**src/hw/pin_mux_pkg.sv**
```systemverilog
// constants shared by the port b / port c alternate-function mux
package pin_mux_pkg;
  // ----------------------------------------------------------------
  // widths
  // ----------------------------------------------------------------
  localparam int PORT_W = 8;
  localparam int PIN_W = 16;
  localparam int SRC_W = 12;
  localparam int GROUP_W = 2;
  localparam int FUSE_W = 4;
  // ----------------------------------------------------------------
  // pin positions, port c pins sit at PORT_W + bit
  // ----------------------------------------------------------------
  localparam int PB_SS = 0;
  localparam int PB_CLK = 1;
  localparam int PB_MOSI = 2;
  localparam int PB_MISO = 3;
  localparam int PB_TCLK = 4;
  localparam int PB_CMP = 7;
  localparam int PC_RST = 9;
  localparam int PC_SRC11 = 10;
  localparam int PC_SRC10 = 12;
  localparam int PC_CMP_B = 13;
  localparam int PC_CMP_A = 14;
  localparam int PC_CAP = 15;
  // ----------------------------------------------------------------
  // pin-change groups and fuse vector positions
  // ----------------------------------------------------------------
  localparam int GROUP_B = 0;
  localparam int GROUP_C = 1;
  localparam int FUSE_RST_DIS = 0;
  localparam int FUSE_DBG_EN = 1;
  localparam int FUSE_LOCK_UNPROG = 2;
  localparam int FUSE_CLK_OUT = 3;
  // ----------------------------------------------------------------
  // values after reset
  // ----------------------------------------------------------------
  localparam logic [FUSE_W-1:0] FUSE_SYNC_RST = 4'hf;
  localparam logic [PIN_W-1:0] PIN_SYNC_RST = 16'h0000;
  localparam logic PAD_PULLUP_RST = 1'b0;
  localparam logic PAD_OE_RST = 1'b0;
  localparam logic PAD_OUT_RST = 1'b0;
  localparam logic PAD_IN_EN_RST = 1'b1;
  localparam logic [PIN_W-1:0] DIN_RST = 16'h0000;
endpackage : pin_mux_pkg

```
**src/hw/two_flop_sync.sv**
```systemverilog
// two flip-flop synchroniser for inputs from outside the clock domain
`timescale 1ns/10ps
`default_nettype none
module two_flop_sync #(
  parameter int WIDTH = 1,
  parameter logic [WIDTH-1:0] RST_VAL = '0
) (
  input wire logic clk,
  input wire logic rst,
  input wire logic [WIDTH-1:0] async_in,
  output logic [WIDTH-1:0] sync_out
);
  logic [WIDTH-1:0] meta_q;
  logic [WIDTH-1:0] sync_q;

  // meta_q is read by sync_q only
  always_ff @(posedge clk) begin
    if (rst) begin
      meta_q <= RST_VAL;
      sync_q <= RST_VAL;
    end else begin
      meta_q <= async_in;
      sync_q <= meta_q;
    end
  end

  assign sync_out = sync_q;
endmodule : two_flop_sync
`default_nettype wire

```
**src/hw/pin_override_cell.sv**
```systemverilog
// one pad's override resolution with registered pad controls
`timescale 1ns/10ps
`default_nettype none
module pin_override_cell (
  input wire logic clk,
  input wire logic rst,
  input wire logic dir_bit,
  input wire logic out_bit,
  input wire logic global_pullup_disable,
  input wire logic sleep_active,
  input wire logic pullup_override_en,
  input wire logic pullup_override_val,
  input wire logic direction_override_en,
  input wire logic direction_override_val,
  input wire logic value_override_en,
  input wire logic value_override_val,
  input wire logic input_en_override_en,
  input wire logic input_en_override_val,
  output logic pad_pullup,
  output logic pad_oe,
  output logic pad_out,
  output logic pad_in_en
);
  logic pullup_d;
  logic oe_d;
  logic out_d;
  logic in_en_d;
  logic pullup_q;
  logic oe_q;
  logic out_q;
  logic in_en_q;

  always_comb begin
    pullup_d = pullup_override_en ? pullup_override_val
             : ({dir_bit, out_bit, global_pullup_disable} == 3'h2); // RULE20
    oe_d = direction_override_en ? direction_override_val : dir_bit; // RULE21
    out_d = value_override_en ? value_override_val : out_bit; // RULE22
    in_en_d = input_en_override_en ? input_en_override_val : !sleep_active; // RULE23
  end

  always_ff @(posedge clk) begin
    if (rst) begin
      pullup_q <= pin_mux_pkg::PAD_PULLUP_RST;
      oe_q <= pin_mux_pkg::PAD_OE_RST;
      out_q <= pin_mux_pkg::PAD_OUT_RST;
      in_en_q <= pin_mux_pkg::PAD_IN_EN_RST;
    end else begin
      pullup_q <= pullup_d;
      oe_q <= oe_d;
      out_q <= out_d;
      in_en_q <= in_en_d;
    end
  end

  assign pad_pullup = pullup_q;
  assign pad_oe = oe_q;
  assign pad_out = out_q;
  assign pad_in_en = in_en_q;
endmodule : pin_override_cell
`default_nettype wire

```
**src/hw/port_b_c_alternate_function_mux.sv**
```systemverilog
// alternate-function override mux for two 8-bit general i/o ports
//
// Notes on behaviour
// RULE1 - master forces miso input; slave follows direction
// RULE2 - forced spi inputs keep pull-up from port bit
// RULE3 - slave forces mosi input; master follows direction
// RULE4 - slave forces spi clock input; master drives clock when direction set
// RULE5 - slave forces slave select input
// RULE6 - slave active only while select held low
// RULE7 - miso carries master in/slave out; mosi reverse
// RULE8 - download uses pb3 as programming data out
// RULE9 - download uses pb2 as programming data in
// RULE10 - spi clock pin clocks serial programming
// RULE11 - pb4 feeds 16-bit timer external clock
// RULE12 - twelve distinct pin-change sources, pb0-7, pc2/4/5/6
// RULE13 - pc7 feeds capture and external interrupt 4
// RULE14 - pc7 outputs oscillator clock only by fuse
// RULE15 - pc6 drives compare a when direction set
// RULE16 - pc5 drives compare b when direction set
// RULE17 - pc1 is active-low reset when fuse reads 1 and debug is off
// RULE18 - reset pin: pull-up on, driver, input off
// RULE19 - debug fuse and open locks: open-drain line
// RULE20 - pull-up override, else direction/port/disable 010
// RULE21 - direction override, else direction bit
// RULE22 - value override replaces port bit when driving
// RULE23 - input-enable override, else sleep logic decides
// RULE24 - pin-change mask and group keep input on
// RULE25 - spi overrides only while spi enabled
`timescale 1ns/10ps
`default_nettype none
module port_b_c_alternate_function_mux (
  input wire logic clk,
  input wire logic rst,
  input wire logic [7:0] dir_b,
  input wire logic [7:0] out_b,
  input wire logic [7:0] dir_c,
  input wire logic [7:0] out_c,
  input wire logic global_pullup_disable,
  input wire logic sleep_active,
  input wire logic spi_enable_bit,
  input wire logic spi_master_select,
  input wire logic spi_master_out,
  input wire logic spi_slave_out,
  input wire logic spi_clock_out,
  input wire logic prog_mode,
  input wire logic prog_data_out,
  input wire logic [11:0] pin_change_mask,
  input wire logic [1:0] pin_change_group_enable,
  input wire logic timer8_compare_a_en,
  input wire logic timer8_compare_a_out,
  input wire logic timer16_compare_a_en,
  input wire logic timer16_compare_a_out,
  input wire logic timer16_compare_b_en,
  input wire logic timer16_compare_b_out,
  input wire logic timer16_compare_c_en,
  input wire logic timer16_compare_c_out,
  input wire logic ext_interrupt_4_en,
  input wire logic osc_clock,
  input wire logic debug_drive_low,
  input wire logic reset_disable_fuse,
  input wire logic debug_enable_fuse,
  input wire logic lock_bits_unprog,
  input wire logic clock_out_fuse,
  input wire logic [7:0] pad_in_b,
  input wire logic [7:0] pad_in_c,
  output logic [7:0] pad_pullup_b,
  output logic [7:0] pad_oe_b,
  output logic [7:0] pad_out_b,
  output logic [7:0] pad_in_en_b,
  output logic [7:0] pad_pullup_c,
  output logic [7:0] pad_oe_c,
  output logic [7:0] pad_out_c,
  output logic [7:0] pad_in_en_c,
  output logic spi_master_in,
  output logic spi_slave_in,
  output logic spi_clock_in,
  output logic spi_slave_select_n,
  output logic spi_slave_active,
  output logic prog_data_in,
  output logic prog_clock_in,
  output logic timer16_ext_clock_in,
  output logic timer16_capture_in,
  output logic ext_interrupt_4,
  output logic [11:0] pin_change_source,
  output logic ext_reset_n,
  output logic one_wire_debug_in,
  output logic osc_clock_out
);
  localparam int PW = pin_mux_pkg::PIN_W;

  // ----------------------------------------------------------------
  // synchronisers
  // ----------------------------------------------------------------
  logic [PW-1:0] pad_sync;
  logic [pin_mux_pkg::FUSE_W-1:0] fuse_sync;
  logic [pin_mux_pkg::FUSE_W-1:0] fuse_raw;

  assign fuse_raw = {clock_out_fuse, lock_bits_unprog, debug_enable_fuse, reset_disable_fuse};

  two_flop_sync #(
    .WIDTH(PW),
    .RST_VAL(pin_mux_pkg::PIN_SYNC_RST)
  ) u_pad_sync (
    .clk(clk),
    .rst(rst),
    .async_in({pad_in_c, pad_in_b}),
    .sync_out(pad_sync)
  );

  // fuses sit still, but they still arrive from outside the domain
  two_flop_sync #(
    .WIDTH(pin_mux_pkg::FUSE_W),
    .RST_VAL(pin_mux_pkg::FUSE_SYNC_RST)
  ) u_fuse_sync (
    .clk(clk),
    .rst(rst),
    .async_in(fuse_raw),
    .sync_out(fuse_sync)
  );

  // ----------------------------------------------------------------
  // mode decode
  // ----------------------------------------------------------------
  logic spi_on;
  logic spi_master_on;
  logic spi_slave_on;
  logic debug_on;
  logic reset_pin_on;
  logic clk_out_on;
  logic [PW-1:0] dir_all;
  logic [PW-1:0] out_all;
  logic [PW-1:0] pc_hold;

  // programming download owns the spi pins over the spi itself
  assign spi_on = spi_enable_bit && !prog_mode; // RULE25
  assign spi_master_on = spi_on && spi_master_select;
  assign spi_slave_on = spi_on && !spi_master_select;
  // fuses read 0 when programmed
  assign debug_on = !fuse_sync[pin_mux_pkg::FUSE_DBG_EN]
                 && fuse_sync[pin_mux_pkg::FUSE_LOCK_UNPROG]; // RULE19
  assign reset_pin_on = !debug_on && fuse_sync[pin_mux_pkg::FUSE_RST_DIS]; // RULE17
  assign clk_out_on = !fuse_sync[pin_mux_pkg::FUSE_CLK_OUT];
  assign dir_all = {dir_c, dir_b};
  assign out_all = {out_c, out_b};

  // pin-change hold of the digital input, group b then group c
  always_comb begin
    pc_hold = '0;
    for (int i = 0; i < pin_mux_pkg::PORT_W; i++) begin
      pc_hold[i] = pin_change_mask[i] && pin_change_group_enable[pin_mux_pkg::GROUP_B]; // RULE24
    end
    pc_hold[pin_mux_pkg::PC_CMP_A] = pin_change_mask[8]
      && pin_change_group_enable[pin_mux_pkg::GROUP_C]; // RULE24
    pc_hold[pin_mux_pkg::PC_CMP_B] = pin_change_mask[9]
      && pin_change_group_enable[pin_mux_pkg::GROUP_C];
    pc_hold[pin_mux_pkg::PC_SRC10] = pin_change_mask[10]
      && pin_change_group_enable[pin_mux_pkg::GROUP_C];
    pc_hold[pin_mux_pkg::PC_SRC11] = pin_change_mask[11]
      && pin_change_group_enable[pin_mux_pkg::GROUP_C];
  end

  // ----------------------------------------------------------------
  // override signal generation
  // ----------------------------------------------------------------
  logic [PW-1:0] pu_ovr_en;
  logic [PW-1:0] pu_ovr_val;
  logic [PW-1:0] dd_ovr_en;
  logic [PW-1:0] dd_ovr_val;
  logic [PW-1:0] pv_ovr_en;
  logic [PW-1:0] pv_ovr_val;
  logic [PW-1:0] ie_ovr_en;
  logic [PW-1:0] ie_ovr_val;
  logic [PW-1:0] force_in;

  always_comb begin
    force_in = '0;
    if (spi_master_on) begin
      force_in[pin_mux_pkg::PB_MISO] = 1'b1; // RULE1
    end
    if (spi_slave_on) begin
      force_in[pin_mux_pkg::PB_MOSI] = 1'b1; // RULE3
      force_in[pin_mux_pkg::PB_CLK] = 1'b1; // RULE4
      force_in[pin_mux_pkg::PB_SS] = 1'b1; // RULE5
    end
    if (prog_mode) begin
      force_in[pin_mux_pkg::PB_MOSI] = 1'b1; // RULE9
      force_in[pin_mux_pkg::PB_CLK] = 1'b1; // RULE10
    end
  end

  always_comb begin
    pu_ovr_en = force_in;
    pu_ovr_val = out_all & ~{PW{global_pullup_disable}} & force_in; // RULE2
    dd_ovr_en = force_in;
    dd_ovr_val = '0;
    pv_ovr_en = '0;
    pv_ovr_val = '0;
    ie_ovr_en = pc_hold;
    ie_ovr_val = pc_hold;
    // spi and download outputs, spi values apply only where the direction bit drives, download forces pb3 to drive
    if (spi_master_on) begin
      pv_ovr_en[pin_mux_pkg::PB_MOSI] = 1'b1; // RULE7
      pv_ovr_val[pin_mux_pkg::PB_MOSI] = spi_master_out;
      pv_ovr_en[pin_mux_pkg::PB_CLK] = 1'b1; // RULE4
      pv_ovr_val[pin_mux_pkg::PB_CLK] = spi_clock_out;
    end
    if (spi_slave_on) begin
      pv_ovr_en[pin_mux_pkg::PB_MISO] = 1'b1; // RULE7
      pv_ovr_val[pin_mux_pkg::PB_MISO] = spi_slave_out;
    end
    if (prog_mode) begin
      dd_ovr_en[pin_mux_pkg::PB_MISO] = 1'b1; // RULE8
      dd_ovr_val[pin_mux_pkg::PB_MISO] = 1'b1;
      pv_ovr_en[pin_mux_pkg::PB_MISO] = 1'b1;
      pv_ovr_val[pin_mux_pkg::PB_MISO] = prog_data_out;
    end
    // timer compare outputs
    pv_ovr_en[pin_mux_pkg::PB_CMP] = timer8_compare_a_en || timer16_compare_c_en;
    pv_ovr_val[pin_mux_pkg::PB_CMP] = timer8_compare_a_en ? timer8_compare_a_out
                                                          : timer16_compare_c_out;
    pv_ovr_en[pin_mux_pkg::PC_CMP_A] = timer16_compare_a_en; // RULE15
    pv_ovr_val[pin_mux_pkg::PC_CMP_A] = timer16_compare_a_out;
    pv_ovr_en[pin_mux_pkg::PC_CMP_B] = timer16_compare_b_en; // RULE16
    pv_ovr_val[pin_mux_pkg::PC_CMP_B] = timer16_compare_b_out;
    // capture / interrupt 4 input and clock output
    ie_ovr_en[pin_mux_pkg::PC_CAP] = ext_interrupt_4_en; // RULE13
    ie_ovr_val[pin_mux_pkg::PC_CAP] = ext_interrupt_4_en;
    if (clk_out_on) begin
      dd_ovr_en[pin_mux_pkg::PC_CAP] = 1'b1; // RULE14
      dd_ovr_val[pin_mux_pkg::PC_CAP] = 1'b1;
      pv_ovr_en[pin_mux_pkg::PC_CAP] = 1'b1;
      pv_ovr_val[pin_mux_pkg::PC_CAP] = osc_clock;
    end
    // reset / one-wire debug pin
    if (debug_on) begin
      pu_ovr_en[pin_mux_pkg::PC_RST] = 1'b1; // RULE19
      pu_ovr_val[pin_mux_pkg::PC_RST] = 1'b1;
      dd_ovr_en[pin_mux_pkg::PC_RST] = 1'b1;
      dd_ovr_val[pin_mux_pkg::PC_RST] = debug_drive_low;
      pv_ovr_en[pin_mux_pkg::PC_RST] = 1'b1;
      pv_ovr_val[pin_mux_pkg::PC_RST] = 1'b0;
      ie_ovr_en[pin_mux_pkg::PC_RST] = 1'b1;
      ie_ovr_val[pin_mux_pkg::PC_RST] = 1'b1;
    end else if (reset_pin_on) begin
      pu_ovr_en[pin_mux_pkg::PC_RST] = 1'b1; // RULE18
      pu_ovr_val[pin_mux_pkg::PC_RST] = 1'b1;
      dd_ovr_en[pin_mux_pkg::PC_RST] = 1'b1;
      dd_ovr_val[pin_mux_pkg::PC_RST] = 1'b0;
      ie_ovr_en[pin_mux_pkg::PC_RST] = 1'b1;
      ie_ovr_val[pin_mux_pkg::PC_RST] = 1'b0;
    end
  end

  // ----------------------------------------------------------------
  // per-pin resolution
  // ----------------------------------------------------------------
  logic [PW-1:0] pullup_all;
  logic [PW-1:0] oe_all;
  logic [PW-1:0] pout_all;
  logic [PW-1:0] in_en_all;

  for (genvar g = 0; g < PW; g++) begin : g_pin
    pin_override_cell u_cell (
      .clk(clk),
      .rst(rst),
      .dir_bit(dir_all[g]),
      .out_bit(out_all[g]),
      .global_pullup_disable(global_pullup_disable),
      .sleep_active(sleep_active),
      .pullup_override_en(pu_ovr_en[g]),
      .pullup_override_val(pu_ovr_val[g]),
      .direction_override_en(dd_ovr_en[g]),
      .direction_override_val(dd_ovr_val[g]),
      .value_override_en(pv_ovr_en[g]),
      .value_override_val(pv_ovr_val[g]),
      .input_en_override_en(ie_ovr_en[g]),
      .input_en_override_val(ie_ovr_val[g]),
      .pad_pullup(pullup_all[g]),
      .pad_oe(oe_all[g]),
      .pad_out(pout_all[g]),
      .pad_in_en(in_en_all[g])
    );
  end

  assign pad_pullup_b = pullup_all[7:0];
  assign pad_oe_b = oe_all[7:0];
  assign pad_out_b = pout_all[7:0];
  assign pad_in_en_b = in_en_all[7:0];
  assign pad_pullup_c = pullup_all[15:8];
  assign pad_oe_c = oe_all[15:8];
  assign pad_out_c = pout_all[15:8];
  assign pad_in_en_c = in_en_all[15:8];

  // ----------------------------------------------------------------
  // digital inputs to peripherals
  // ----------------------------------------------------------------
  // a disabled input reads low so a floating pad never toggles logic
  logic [PW-1:0] din_q;

  always_ff @(posedge clk) begin
    if (rst) begin
      din_q <= pin_mux_pkg::DIN_RST;
    end else begin
      din_q <= pad_sync & in_en_all;
    end
  end

  assign spi_master_in = din_q[pin_mux_pkg::PB_MISO]; // RULE7
  assign spi_slave_in = din_q[pin_mux_pkg::PB_MOSI];
  assign spi_clock_in = din_q[pin_mux_pkg::PB_CLK];
  assign spi_slave_select_n = din_q[pin_mux_pkg::PB_SS];
  assign spi_slave_active = spi_slave_on && !din_q[pin_mux_pkg::PB_SS]; // RULE6
  assign prog_data_in = din_q[pin_mux_pkg::PB_MOSI]; // RULE9
  assign prog_clock_in = din_q[pin_mux_pkg::PB_CLK]; // RULE10
  assign timer16_ext_clock_in = din_q[pin_mux_pkg::PB_TCLK]; // RULE11
  assign timer16_capture_in = din_q[pin_mux_pkg::PC_CAP]; // RULE13
  assign ext_interrupt_4 = din_q[pin_mux_pkg::PC_CAP];
  assign pin_change_source = {din_q[pin_mux_pkg::PC_SRC11], din_q[pin_mux_pkg::PC_SRC10],
                              din_q[pin_mux_pkg::PC_CMP_B], din_q[pin_mux_pkg::PC_CMP_A],
                              din_q[7:0]}; // RULE12
  // the reset input itself is off, so reset reads the synchronised pad
  assign ext_reset_n = reset_pin_on ? pad_sync[pin_mux_pkg::PC_RST] : 1'b1; // RULE17
  assign one_wire_debug_in = debug_on ? din_q[pin_mux_pkg::PC_RST] : 1'b1; // RULE19
  assign osc_clock_out = pout_all[pin_mux_pkg::PC_CAP] && oe_all[pin_mux_pkg::PC_CAP];

  // ----------------------------------------------------------------
  // assertions
  // ----------------------------------------------------------------
  AST_MISO_MASTER_IN: assert property (@(posedge clk) disable iff (rst) // RULE1
    spi_master_on |=> !pad_oe_b[3] && pad_pullup_b[3] == $past(out_b[3] && !global_pullup_disable))
    else $error("miso not forced to input in master mode");

  AST_MISO_SLAVE_OUT: assert property (@(posedge clk) disable iff (rst) // RULE7
    spi_slave_on && !prog_mode |=> pad_oe_b[3] == $past(dir_b[3])
      && (!pad_oe_b[3] || pad_out_b[3] == $past(spi_slave_out)))
    else $error("miso does not carry slave output");

  AST_SLAVE_FORCED_IN: assert property (@(posedge clk) disable iff (rst) // RULE3
    spi_slave_on |=> pad_oe_b[2:0] == 3'h0)
    else $error("slave mode spi pins not forced to input");

  AST_FORCED_PULLUP: assert property (@(posedge clk) disable iff (rst) // RULE2
    spi_slave_on |=> pad_pullup_b[0] == $past(out_b[0] && !global_pullup_disable))
    else $error("forced input pull-up not from port bit");

  AST_MASTER_CLOCK: assert property (@(posedge clk) disable iff (rst) // RULE4
    spi_master_on && dir_b[1] |=> pad_oe_b[1] && pad_out_b[1] == $past(spi_clock_out))
    else $error("spi clock not driven in master mode");

  AST_SLAVE_ACTIVE: assert property (@(posedge clk) disable iff (rst) // RULE6
    spi_slave_active |-> !spi_slave_select_n && spi_enable_bit && !spi_master_select)
    else $error("slave active without select low");

  AST_PROG_DATA_OUT: assert property (@(posedge clk) disable iff (rst) // RULE8
    prog_mode |=> pad_oe_b[3] && pad_out_b[3] == $past(prog_data_out) && !pad_oe_b[2])
    else $error("programming data pins wrong");

  AST_CMP_A_DIR: assert property (@(posedge clk) disable iff (rst) // RULE15
    timer16_compare_a_en |=> pad_oe_c[6] == $past(dir_c[6])
      && (!pad_oe_c[6] || pad_out_c[6] == $past(timer16_compare_a_out)))
    else $error("compare a output not gated by direction");

  AST_RESET_PIN: assert property (@(posedge clk) disable iff (rst) // RULE18
    reset_pin_on |=> pad_pullup_c[1] && !pad_oe_c[1] && !pad_in_en_c[1])
    else $error("reset pin pad controls wrong");

  AST_DEBUG_OPEN_DRAIN: assert property (@(posedge clk) disable iff (rst) // RULE19
    debug_on |=> pad_pullup_c[1] && !pad_out_c[1] && pad_oe_c[1] == $past(debug_drive_low))
    else $error("debug pin not open-drain");

  AST_PLAIN_PULLUP: assert property (@(posedge clk) disable iff (rst) // RULE20
    1'b1 |=> pad_pullup_b[5] == $past(!dir_b[5] && out_b[5] && !global_pullup_disable))
    else $error("plain pull-up decode wrong");

  AST_PIN_CHANGE_SOURCE_KEEPS_INPUT: assert property (@(posedge clk) disable iff (rst) // RULE24
    pin_change_mask[4] && pin_change_group_enable[0] |=> pad_in_en_b[4])
    else $error("pin-change input disabled");
endmodule : port_b_c_alternate_function_mux
`default_nettype wire

```
**config.mk**
```make
export PLATFORM = sky130hd
export DESIGN_NAME = port_b_c_alternate_function_mux
export DESIGN_NICKNAME = d
export VERILOG_FILES = /design/src/hw/pin_mux_pkg.sv /design/src/hw/two_flop_sync.sv /design/src/hw/pin_override_cell.sv /design/src/hw/port_b_c_alternate_function_mux.sv
export SDC_FILE = /design/constraint.sdc
export NUM_CORES = 1
export LEC_CHECK = 0
export CORE_MARGIN = 5
export CORE_UTILIZATION = 55
export DETAILED_ROUTE_END_ITERATION = 8
export DONT_BUFFER_PORTS = 1
export PLACE_DENSITY = 0.69
export SLEW_MARGIN = 40
export SYNTH_ARGS = -nofsm -noshare
export SYNTH_HDL_FRONTEND = slang
export SYNTH_HIERARCHICAL = 1
export SYNTH_SLANG_ARGS = --single-unit
```
**constraint.sdc**
```tcl
create_clock -name clk -period 3.8 [get_ports clk]
set_input_delay 0.19 -clock clk [delete_from_list [all_inputs] [get_ports clk]]
set_output_delay 0.19 -clock clk [all_outputs]
set_load 0.1 [all_outputs]
```
Yosys cells after proc, flatten, opt, wreduce, memory -nomap -nowiden
Cells that the tools add are included.
W data, S select, Z words.
{ "op_classes": {"muxes": 36, "n_eq_ne": 16, "reduce_logical": 43, "n_bitwise": 4} }
{ "ops": {"columns": ["op", "n"], "rows": [
  ["$eq A3 B2 Y1 const B", 16],
  ["$reduce_or A2 Y1", 17],
  ["$mux W1", 32],
  ["$logic_and A1 B1 Y1", 19],
  ["$and A16 B16 Y16", 1],
  ["$and A10 B10 Y10", 1],
  ["$and A10 B4 Y10", 1],
  ["$not A10 Y10", 1],
  ["$logic_not A1 Y1", 6],
  ["$mux W2", 3],
  ["$mux W3", 1],
  ["$logic_or A1 B1 Y1", 1]
]} }
{ "word_totals": {"word_cells": 167, "in_bits": 88, "register_bits": 119} }

Depth between registers and ports, before layout
Gate-level depths: netlist of the first run.
{ "depth": {"ltp_word": 9, "mapped_depth": 4, "mapped_depth_nobuf": 4} }

By module
The synthesis of the first run kept the hierarchy.
{ "modules_own_cells": {"columns": ["mod", "cells_per_inst", "n_inst", "seq_area_each_um2", "area_per_inst_um2"], "rows": [
  ["pin_override_cell", 13, 16, 80.1, 138.9],
  ["two_flop_sync at u_pad_sync", 67, 1, 640.6, 863.3],
  ["port_b_c_alternate_function_mux", 101, 1, 280.3, 772.0],
  ["two_flop_sync at u_fuse_sync", 16, 1, 160.2, 210.2]
]} }

Least setup slack after synthesis of the first run
Ideal clock, no wire load.
{ "synth_path": {"path_kind": "reg-to-output", "startpoint": "register din_q[0]", "endpoint": "output port spi_slave_active", "stages_incl_launch_ff": 2, "setup_slack_ns": 1.551, "n_path_buf": 0, "arrival_ns": 2.059, "path_cell_list": "dfxtp_1 nor2_1"} }
{ "synth_via": {"elab_chain_len": 2} }
{ "synth_rtl": {"columns": ["item", "line_no", "source"], "rows": [
  ["from (decl)", "port_b_c_alternate_function_mux.sv:298", "logic [PW-1:0] din_q;"],
  ["from (signal assigned)", "port_b_c_alternate_function_mux.sv:302", "din_q <= pin_mux_pkg::DIN_RST;"],
  ["from (signal assigned)", "port_b_c_alternate_function_mux.sv:304", "din_q <= pad_sync & in_en_all;"],
  ["$logic_not A1 Y1", "port_b_c_alternate_function_mux.sv:312", "assign spi_slave_active = spi_slave_on && !din_q[pin_mux_pkg::PB_SS];"],
  ["$logic_and A1 B1 Y1", "port_b_c_alternate_function_mux.sv:312", null],
  ["to (decl)", "port_b_c_alternate_function_mux.sv:78", "output logic spi_slave_active,"]
]} }
Every way passes these cells.

Worst setup path in the final report of the first run
{ "layout_path": {"startpoint": "input port global_pullup_disable", "endpoint": "register g_pin[0].u_cell.pullup_q"} }
{ "layout_via": {"elab_chain_len": 4, "word_cells_on_any_way": 5, "classes_between": "1 x eq/ne; 1 x mux; 3 x bitwise"} }
{ "layout_rtl": {"columns": ["item", "line_no", "source"], "rows": [
  ["from (decl)", "port_b_c_alternate_function_mux.sv:38", "input wire logic global_pullup_disable,"],
  ["$not A10 Y10", "port_b_c_alternate_function_mux.sv:193", "pu_ovr_val = out_all & ~{PW{global_pullup_disable}} & force_in;"],
  ["$and A10 B10 Y10", "port_b_c_alternate_function_mux.sv:193", null],
  ["$and A10 B4 Y10", "port_b_c_alternate_function_mux.sv:193", null],
  ["via pu_ovr_val[0]", "port_b_c_alternate_function_mux.sv:166", "logic [PW-1:0] pu_ovr_val;"],
  ["$mux W1", "pin_override_cell.sv:34", "pullup_d = pullup_override_en ? pullup_override_val"],
  ["to (signal assigned)", "pin_override_cell.sv:43", "pullup_q <= pin_mux_pkg::PAD_PULLUP_RST;"],
  ["to (signal assigned)", "pin_override_cell.sv:48", "pullup_q <= pullup_d;"],
  ["to (decl)", "pin_override_cell.sv:28", "logic pullup_q;"]
]} }
The timed path passes the listed nets, and every way through them passes these cells.
A chain may end at the register's enable or synchronous reset.

==> results of run 1 <==
cells in the final DEF (no fill, tap or decap), types with 3 or more instances in the layout:
master / instances
a211o_1: 16
a21oi_1: 18
and2_1: 14
buf_4: 4
clkbuf_16: 16
clkinvlp_4: 4
conb_1: 79
dfxtp_1: 39
dfxtp_2: 72
dfxtp_4: 3
dlygate4sd3_1: 86
inv_1: 3
inv_6: 5
mux2i_1: 32
nand2_1: 34
nand2b_1: 3
nor2_1: 62
nor2b_1: 30
or2_1: 8
or4b_1: 16
cell type report:
cell class / instances / area share, %
clock buffer: 18 / 7.28
clock inverter: 14 / 2.60
inverter: 3 / 0.192
multi-input combinational: 326 / 31.2
sequential: 114 / 40.5
tap: 99 / 2.11
timing repair buffer: 92 / 16.1
metal layers:
metal	wire, um	GRT usage, %
met2	5240	43.4
met1	3630	22.8
met3	829	7.17
met5	0	0
met4	258	12.0
power by group through the flow:
stage	logic, mW	clock network, mW	registers (mW)
finish	0.261	1.51	1.62
global route	0.287	1.60	1.62
CTS	0.253	1.54	1.62
detailed placement	0.155	0	1.65
global placement	0.150	0	1.63
floorplan	0.153	0	1.62
worst min path at each step:
stage,from,slack [ns],cells past startpoint,endpoint
floorplan,rst,0.26,1,g_pin[0].u_cell/pad_pullup
global placement,rst,0.27,1,din_q[4]
detailed placement,rst,0.27,1,din_q[14]
CTS,spi_master_select,0.002,4,g_pin[1].u_cell/pad_out
global route,pin_change_group_enable[1],0.01,2,g_pin[13].u_cell/pad_in_en
finish,pin_change_group_enable[0],0.03,2,g_pin[0].u_cell/pad_in_en
flip-flops by register name, indices dropped and copies added, names as in the netlist:
register	count
din_q	14
g_pin.u_cell/pad_in_en	16
g_pin.u_cell/pad_oe	16
g_pin.u_cell/pad_out	16
g_pin.u_cell/pad_pullup	16
u_fuse_sync/meta_q	4
u_fuse_sync/sync_out	4
u_pad_sync/meta_q	14
u_pad_sync/sync_out	14
through the flow:
stage	total power, mW	instance area, sq um	hold slack (ns)
2_1_floorplan	1.77	4260	0.259
3_5_place_dp	1.80	4410	0.267
5_1_grt	3.51	5880	0.00962
6_report	3.39	5880	0.0336
3_3_place_gp	1.78	4310	0.269
4_1_cts	3.41	5880	0.00230
what timing repair did:
item | 4_1_cts | 5_1_grt
hold endpoints to repair | 114 | 0
endpoints found under the setup margin | 0 | 0
gates resized for setup | 0 | 0
hold buffers | 87 | 0
==> impl_metrics.py, run 1 <==
metrics = {
    "cts": {
        "insertion_delay_ns": 0.49,
        "cts.sinks": 114,
        "postCtsSetupBuffers": 0,
        "cts.clk_slew.worst_paths_ns": 0.05,
        "cts_buffers": 17,
        "cts_root_buf": "clkbuf_8",
        "clockBufferDepth": 2,
        "cts_tree": "built",
        "cts_max_level": 4,
    },
    "power_and_ir_drop": {
        "combPwrFrac_pct": 7.7,
        "switchingPower_mw": 1.04,
        "power_frac_seq_pct": 47.7,
        "clockPowerShare_pct": 44.6,
        "powerDensity_nw_per_um2": 577,
        "p_int_mw": 2.35,
        "leakagePower_nw": 2.54,
        "vdd_drop_max_mv": 0.411,
        "switching_share_pct": 30.7,
    },
    "placed_design": {
        "dp.cells": 547,
        "dp_slack_ns": 2.28,
        "gp_congestion": 0.733,
        "portBuffers": 0,
        "dp_hpwl_mm": 5.53,
    },
    "worst_setup_path": {
        "worst_setup_path_end_kind": "register",
        "cpMostUsedCell": "dlygate4sd3_1",
        "cp_num_buf_inv": 3,
        "slowest_stage": "dlygate4sd3_1",
        "cp_max_fo": 13,
        "ff2ff_setup_slack_ns": 2.20,
        "startpoint": "global_pullup_disable",
        "critPathMaxStageDelay_ns": 0.76,
        "r2r_end": "g_pin[9].u_cell/pad_pullup",
        "r2r-start": "u_fuse_sync/sync_out[2]",
        "cp-start-kind": "input port",
        "required_ns": 4.22,
        "path_depth": 6,
        "crit_arrival_ns": 2.56,
        "path_cells": "dlygate4sd3_1 -> nor3b_2 -> dlygate4sd3_1 -> nand2_1 -> a21oi_1 -> dlygate4sd3_1",
        "critical_path_class": "in2reg",
        "reg2regPathDepth": 4,
        "crit_end": "g_pin[0].u_cell/pad_pullup",
        "critPathTopFamily": "buffers and inverters",
    },
    "synthesis": {
        "synth_warnings": 6,
        "syn_area_per_cell_sq_um": 10.3,
        "syn_area_sq_um": 3960,
        "syn_inst": 384,
    },
    "finish": {
        "syn_to_final_growth_pct": 48.4,
        "regArea_sq_um": 2380,
        "layout-drive-gt1-share_pct": 21.7,
        "nets": 642,
        "multi_input_area_sq_um": 1830,
        "fillers": 427,
        "postLayoutCoreUtil_pct": 82.4,
        "num_antenna_cells": 0,
        "fin_cells": 666,
    },
    "timing": {
        "setup_violations": 0,
        "slew_headroom_pct": 46.2,
        "hold_viol": 0,
        "post-route-period-util_pct": 56.2,
        "setup_ws_ns": 1.66,
        "finalCriticalPeriod_ns": 2.14,
        "final.setup.tns_ns": 0,
        "rsz0062_at_grt": "no",
        "maxSlewViolCount": 0,
        "clock.fmax_ghz": 0.468,
        "tightest_slew_ns": 0.814,
        "fin_skew_ns": 0.00585,
    },
    "die": {
        "die_x_um": 94.9,
        "core_sq_um": 7140,
        "initial_core_util_pct": 55.5,
        "die_h_um": 94.9,
        "io-pin-count": 177,
        "num_rows": 31,
        "die-area_sq_um": 9000,
    },
    "hold_path": {
        "hold_path.class": "in2reg",
    },
    "grt": {
        "grt_use_total_pct": 23.3,
        "grt_pass1_vias": 3315,
        "grt_overflow": 0,
        "antenna_found_initial": 0,
        "grt_pass1_wl_mm": 15.7,
        "grt_max_degree": 115,
    },
    "job": {
        "maxCapViolCount": 0,
    },
    "routing": {
        "vias": 3045,
        "finalWirelength_mm": 9.95,
        "drt_iter0_drc": 85,
        "firstDrtPassIters": 5,
        "vias_per_cell": 4.57,
        "drtAntennaViolNets": 0,
        "route.detailed.drc": 0,
        "wl_per_cell_um": 14.9,
    },
    "status": {
        "status": "finished clean",
    },
}
No activity file was read; power rests on OpenSTA's default activity.
==> inputs of run 2 (changes only) <==
==> constraint.sdc (replaced) <==
create_clock -name clk -period 2 [get_ports clk]
set_input_delay 0.1 -clock clk [delete_from_list [all_inputs] [get_ports clk]]
set_output_delay 0.1 -clock clk [all_outputs]
set_load 0.1 [all_outputs]
==> run 2 against run 1 <==
  * Critical path depth shrank 1
  * Largest cell class unchanged
  * Cell area increased by 11%
  * Non-clock buffer count up 88
  * Global-route usage is 6.6 points higher
  * Worst hold slack improved by 0.093 ns
  * Total power is 100% higher
==> impl_metrics.py, run 2 (synthesized netlist as in run 1, its figures left out) <==
metrics = {
    "status": {
        "status": "finished clean",
    },
    "cts": {
        "cts.sinks": 114,
        "cts_buffers": 17,
        "postCtsSetupBuffers": 0,
        "cts_root_buf": "clkbuf_8",
        "cts_tree": "built",
        "clockBufferDepth": 2,
        "cts.clk_slew.worst_paths_ns": 0.05,
        "cts_max_level": 4,
        "insertion_delay_ns": 0.50,
    },
    "placed_design": {
        "dp_hpwl_mm": 5.90,
        "gp_congestion": 0.737,
        "dp_slack_ns": 0.484,
        "portBuffers": 0,
    },
    "power_and_ir_drop": {
        "power_frac_seq_pct": 35.9,
        "switching_share_pct": 31.0,
        "p_total_mw": 6.80,
        "switchingPower_mw": 2.10,
        "leakagePower_nw": 2.98,
        "powerDensity_nw_per_um2": 1040,
        "combPwrFrac_pct": 19.1,
        "vdd_drop_max_mv": 1.03,
        "clockPowerShare_pct": 45.0,
        "p_int_mw": 4.69,
    },
    "worst_setup_path": {
        "ff2ff_setup_slack_ns": 0.33,
        "critical_path_class": "in2reg",
        "required_ns": 2.42,
        "crit_arrival_ns": 2.38,
        "cp_max_fo": 7,
        "startpoint": "prog_mode",
        "crit_end": "g_pin[3].u_cell/pad_pullup",
        "worst_setup_path_end_kind": "register",
        "cp-start-kind": "input port",
        "r2r_end": "g_pin[9].u_cell/pad_pullup",
        "r2r-start": "u_fuse_sync/sync_out[2]",
        "reg2regPathDepth": 4,
    },
    "finish": {
        "syn_to_final_growth_pct": 64.7,
        "final_cell_mix": "dfxtp_1 (108), dlygate4sd3_1 (98), conb_1 (79)",
        "num_antenna_cells": 0,
        "layout-drive-gt1-share_pct": 20.0,
        "postLayoutCoreUtil_pct": 91.4,
        "nets": 730,
        "final_common_cell": "dfxtp_1",
    },
    "grt": {
        "busiest_layer": "met2",
        "grt_pass1_vias": 3944,
        "grt_overflow": 0,
        "grt_util_met2_pct": 55.3,
        "globalRouteMet1Util_pct": 28.4,
        "grt_max_degree": 110,
        "grt_use_met3_pct": 9.32,
        "grt_use_total_pct": 29.9,
        "antenna_found_initial": 0,
        "grt_pass1_wl_mm": 20.0,
    },
    "timing": {
        "setup_ws_ns": 0.0424,
        "fin_skew_ns": 0.00608,
        "final.setup.tns_ns": 0,
        "tightest_slew_ns": 0.714,
        "post-route-period-util_pct": 97.9,
        "finalCriticalPeriod_ns": 1.96,
        "slew_headroom_pct": 52.3,
        "rsz0062_at_grt": "no",
        "clock.fmax_ghz": 0.511,
        "setup_violations": 0,
        "holdWs_ns": 0.127,
        "hold_viol": 0,
        "maxSlewViolCount": 0,
    },
    "job": {
        "maxCapViolCount": 0,
    },
    "routing": {
        "firstDrtPassIters": 4,
        "drt_iter0_drc": 125,
        "drtAntennaViolNets": 0,
        "route.detailed.drc": 0,
        "finalWirelength_mm": 12.9,
        "vias": 3626,
        "vias_per_cell": 4.81,
        "wl_per_cell_um": 17.0,
    },
    "die": {
        "die_x_um": 94.9,
        "initial_core_util_pct": 55.5,
        "die_h_um": 94.9,
        "io-pin-count": 177,
        "die-area_sq_um": 9000,
        "num_rows": 31,
        "core_sq_um": 7140,
    },
    "hold_path": {
        "hold_path.class": "in2reg",
    },
}
## run 2: changes by cell type in the layout (fill, tap and decap cells not counted), moves of 2 or more
cell | before | now
dfxtp_4 | 3 | 0
dlygate4sd3_1 | 86 | 98
inv_6 | 5 | 3
buf_12 | 0 | 2
buf_4 | 4 | 78
clkinv_4 | 1 | 4
dfxtp_2 | 72 | 6
dfxtp_1 | 39 | 108
## run 2: worst min-delay path by stage
stage	to	slack, ns	from	cells past startpoint
after floorplan	g_pin[0].u_cell/pad_pullup	0.17	rst	1
after global placement	din_q[15]	0.18	rst	1
after detailed placement	din_q[1]	0.18	rst	1
after CTS	g_pin[0].u_cell/pad_pullup	0.05	spi_enable_bit	4
after global routing	g_pin[0].u_cell/pad_pullup	0.12	spi_enable_bit	4
final	g_pin[0].u_cell/pad_pullup	0.13	spi_enable_bit	4
## run 2: what timing repair did
item | in CTS | in global routing
resized for setup | 0 | 3
endpoints found under the setup margin | 0 | 2
hold buffers | 99 | 0
hold endpoints to repair | 114 | 0
## run 2: cell type report
| class | count | area [sq um] |
|---|---|---|
| clock buffer | 18 | 428 |
| timing repair buffer | 180 | 1660 |
| multi-input combinational | 326 | 1830 |
| sequential | 114 | 2290 |
| clock inverter | 14 | 179 |
| tap | 99 | 124 |
| inverter | 3 | 11.3 |
| fill | 294 | 612 |
## run 2: through the flow
step	cell area [sq um]	instances
2_1_floorplan	4260	462
5_1_grt	6530	754
3_5_place_dp	4900	623
4_1_cts	6520	754
3_3_place_gp	4900	623
6_report	6530	754
## run 2: routing by layer
metal  vias up  wire (um)
li1       1713          -
met3        46        974
met4         0        522
met1      1679       4390
met2       188       6970
met5         -          0
## run 2: critical path, cell delays in order
cell and delay (ns):
dlygate4sd3_1 0.73, and3b_2 0.31, or4b_1 0.52, dlygate4sd3_1 0.59, a21oi_1 0.13
## run 2: power by group through the flow
stage,sequential [mW],clock [mW],combinational [mW]
finish,2.44,3.06,1.30
global route,2.45,3.20,1.35
CTS,2.43,3.05,1.26
detailed placement,2.48,0,1.05
global placement,2.48,0,1.04
floorplan,3.08,0,0.291
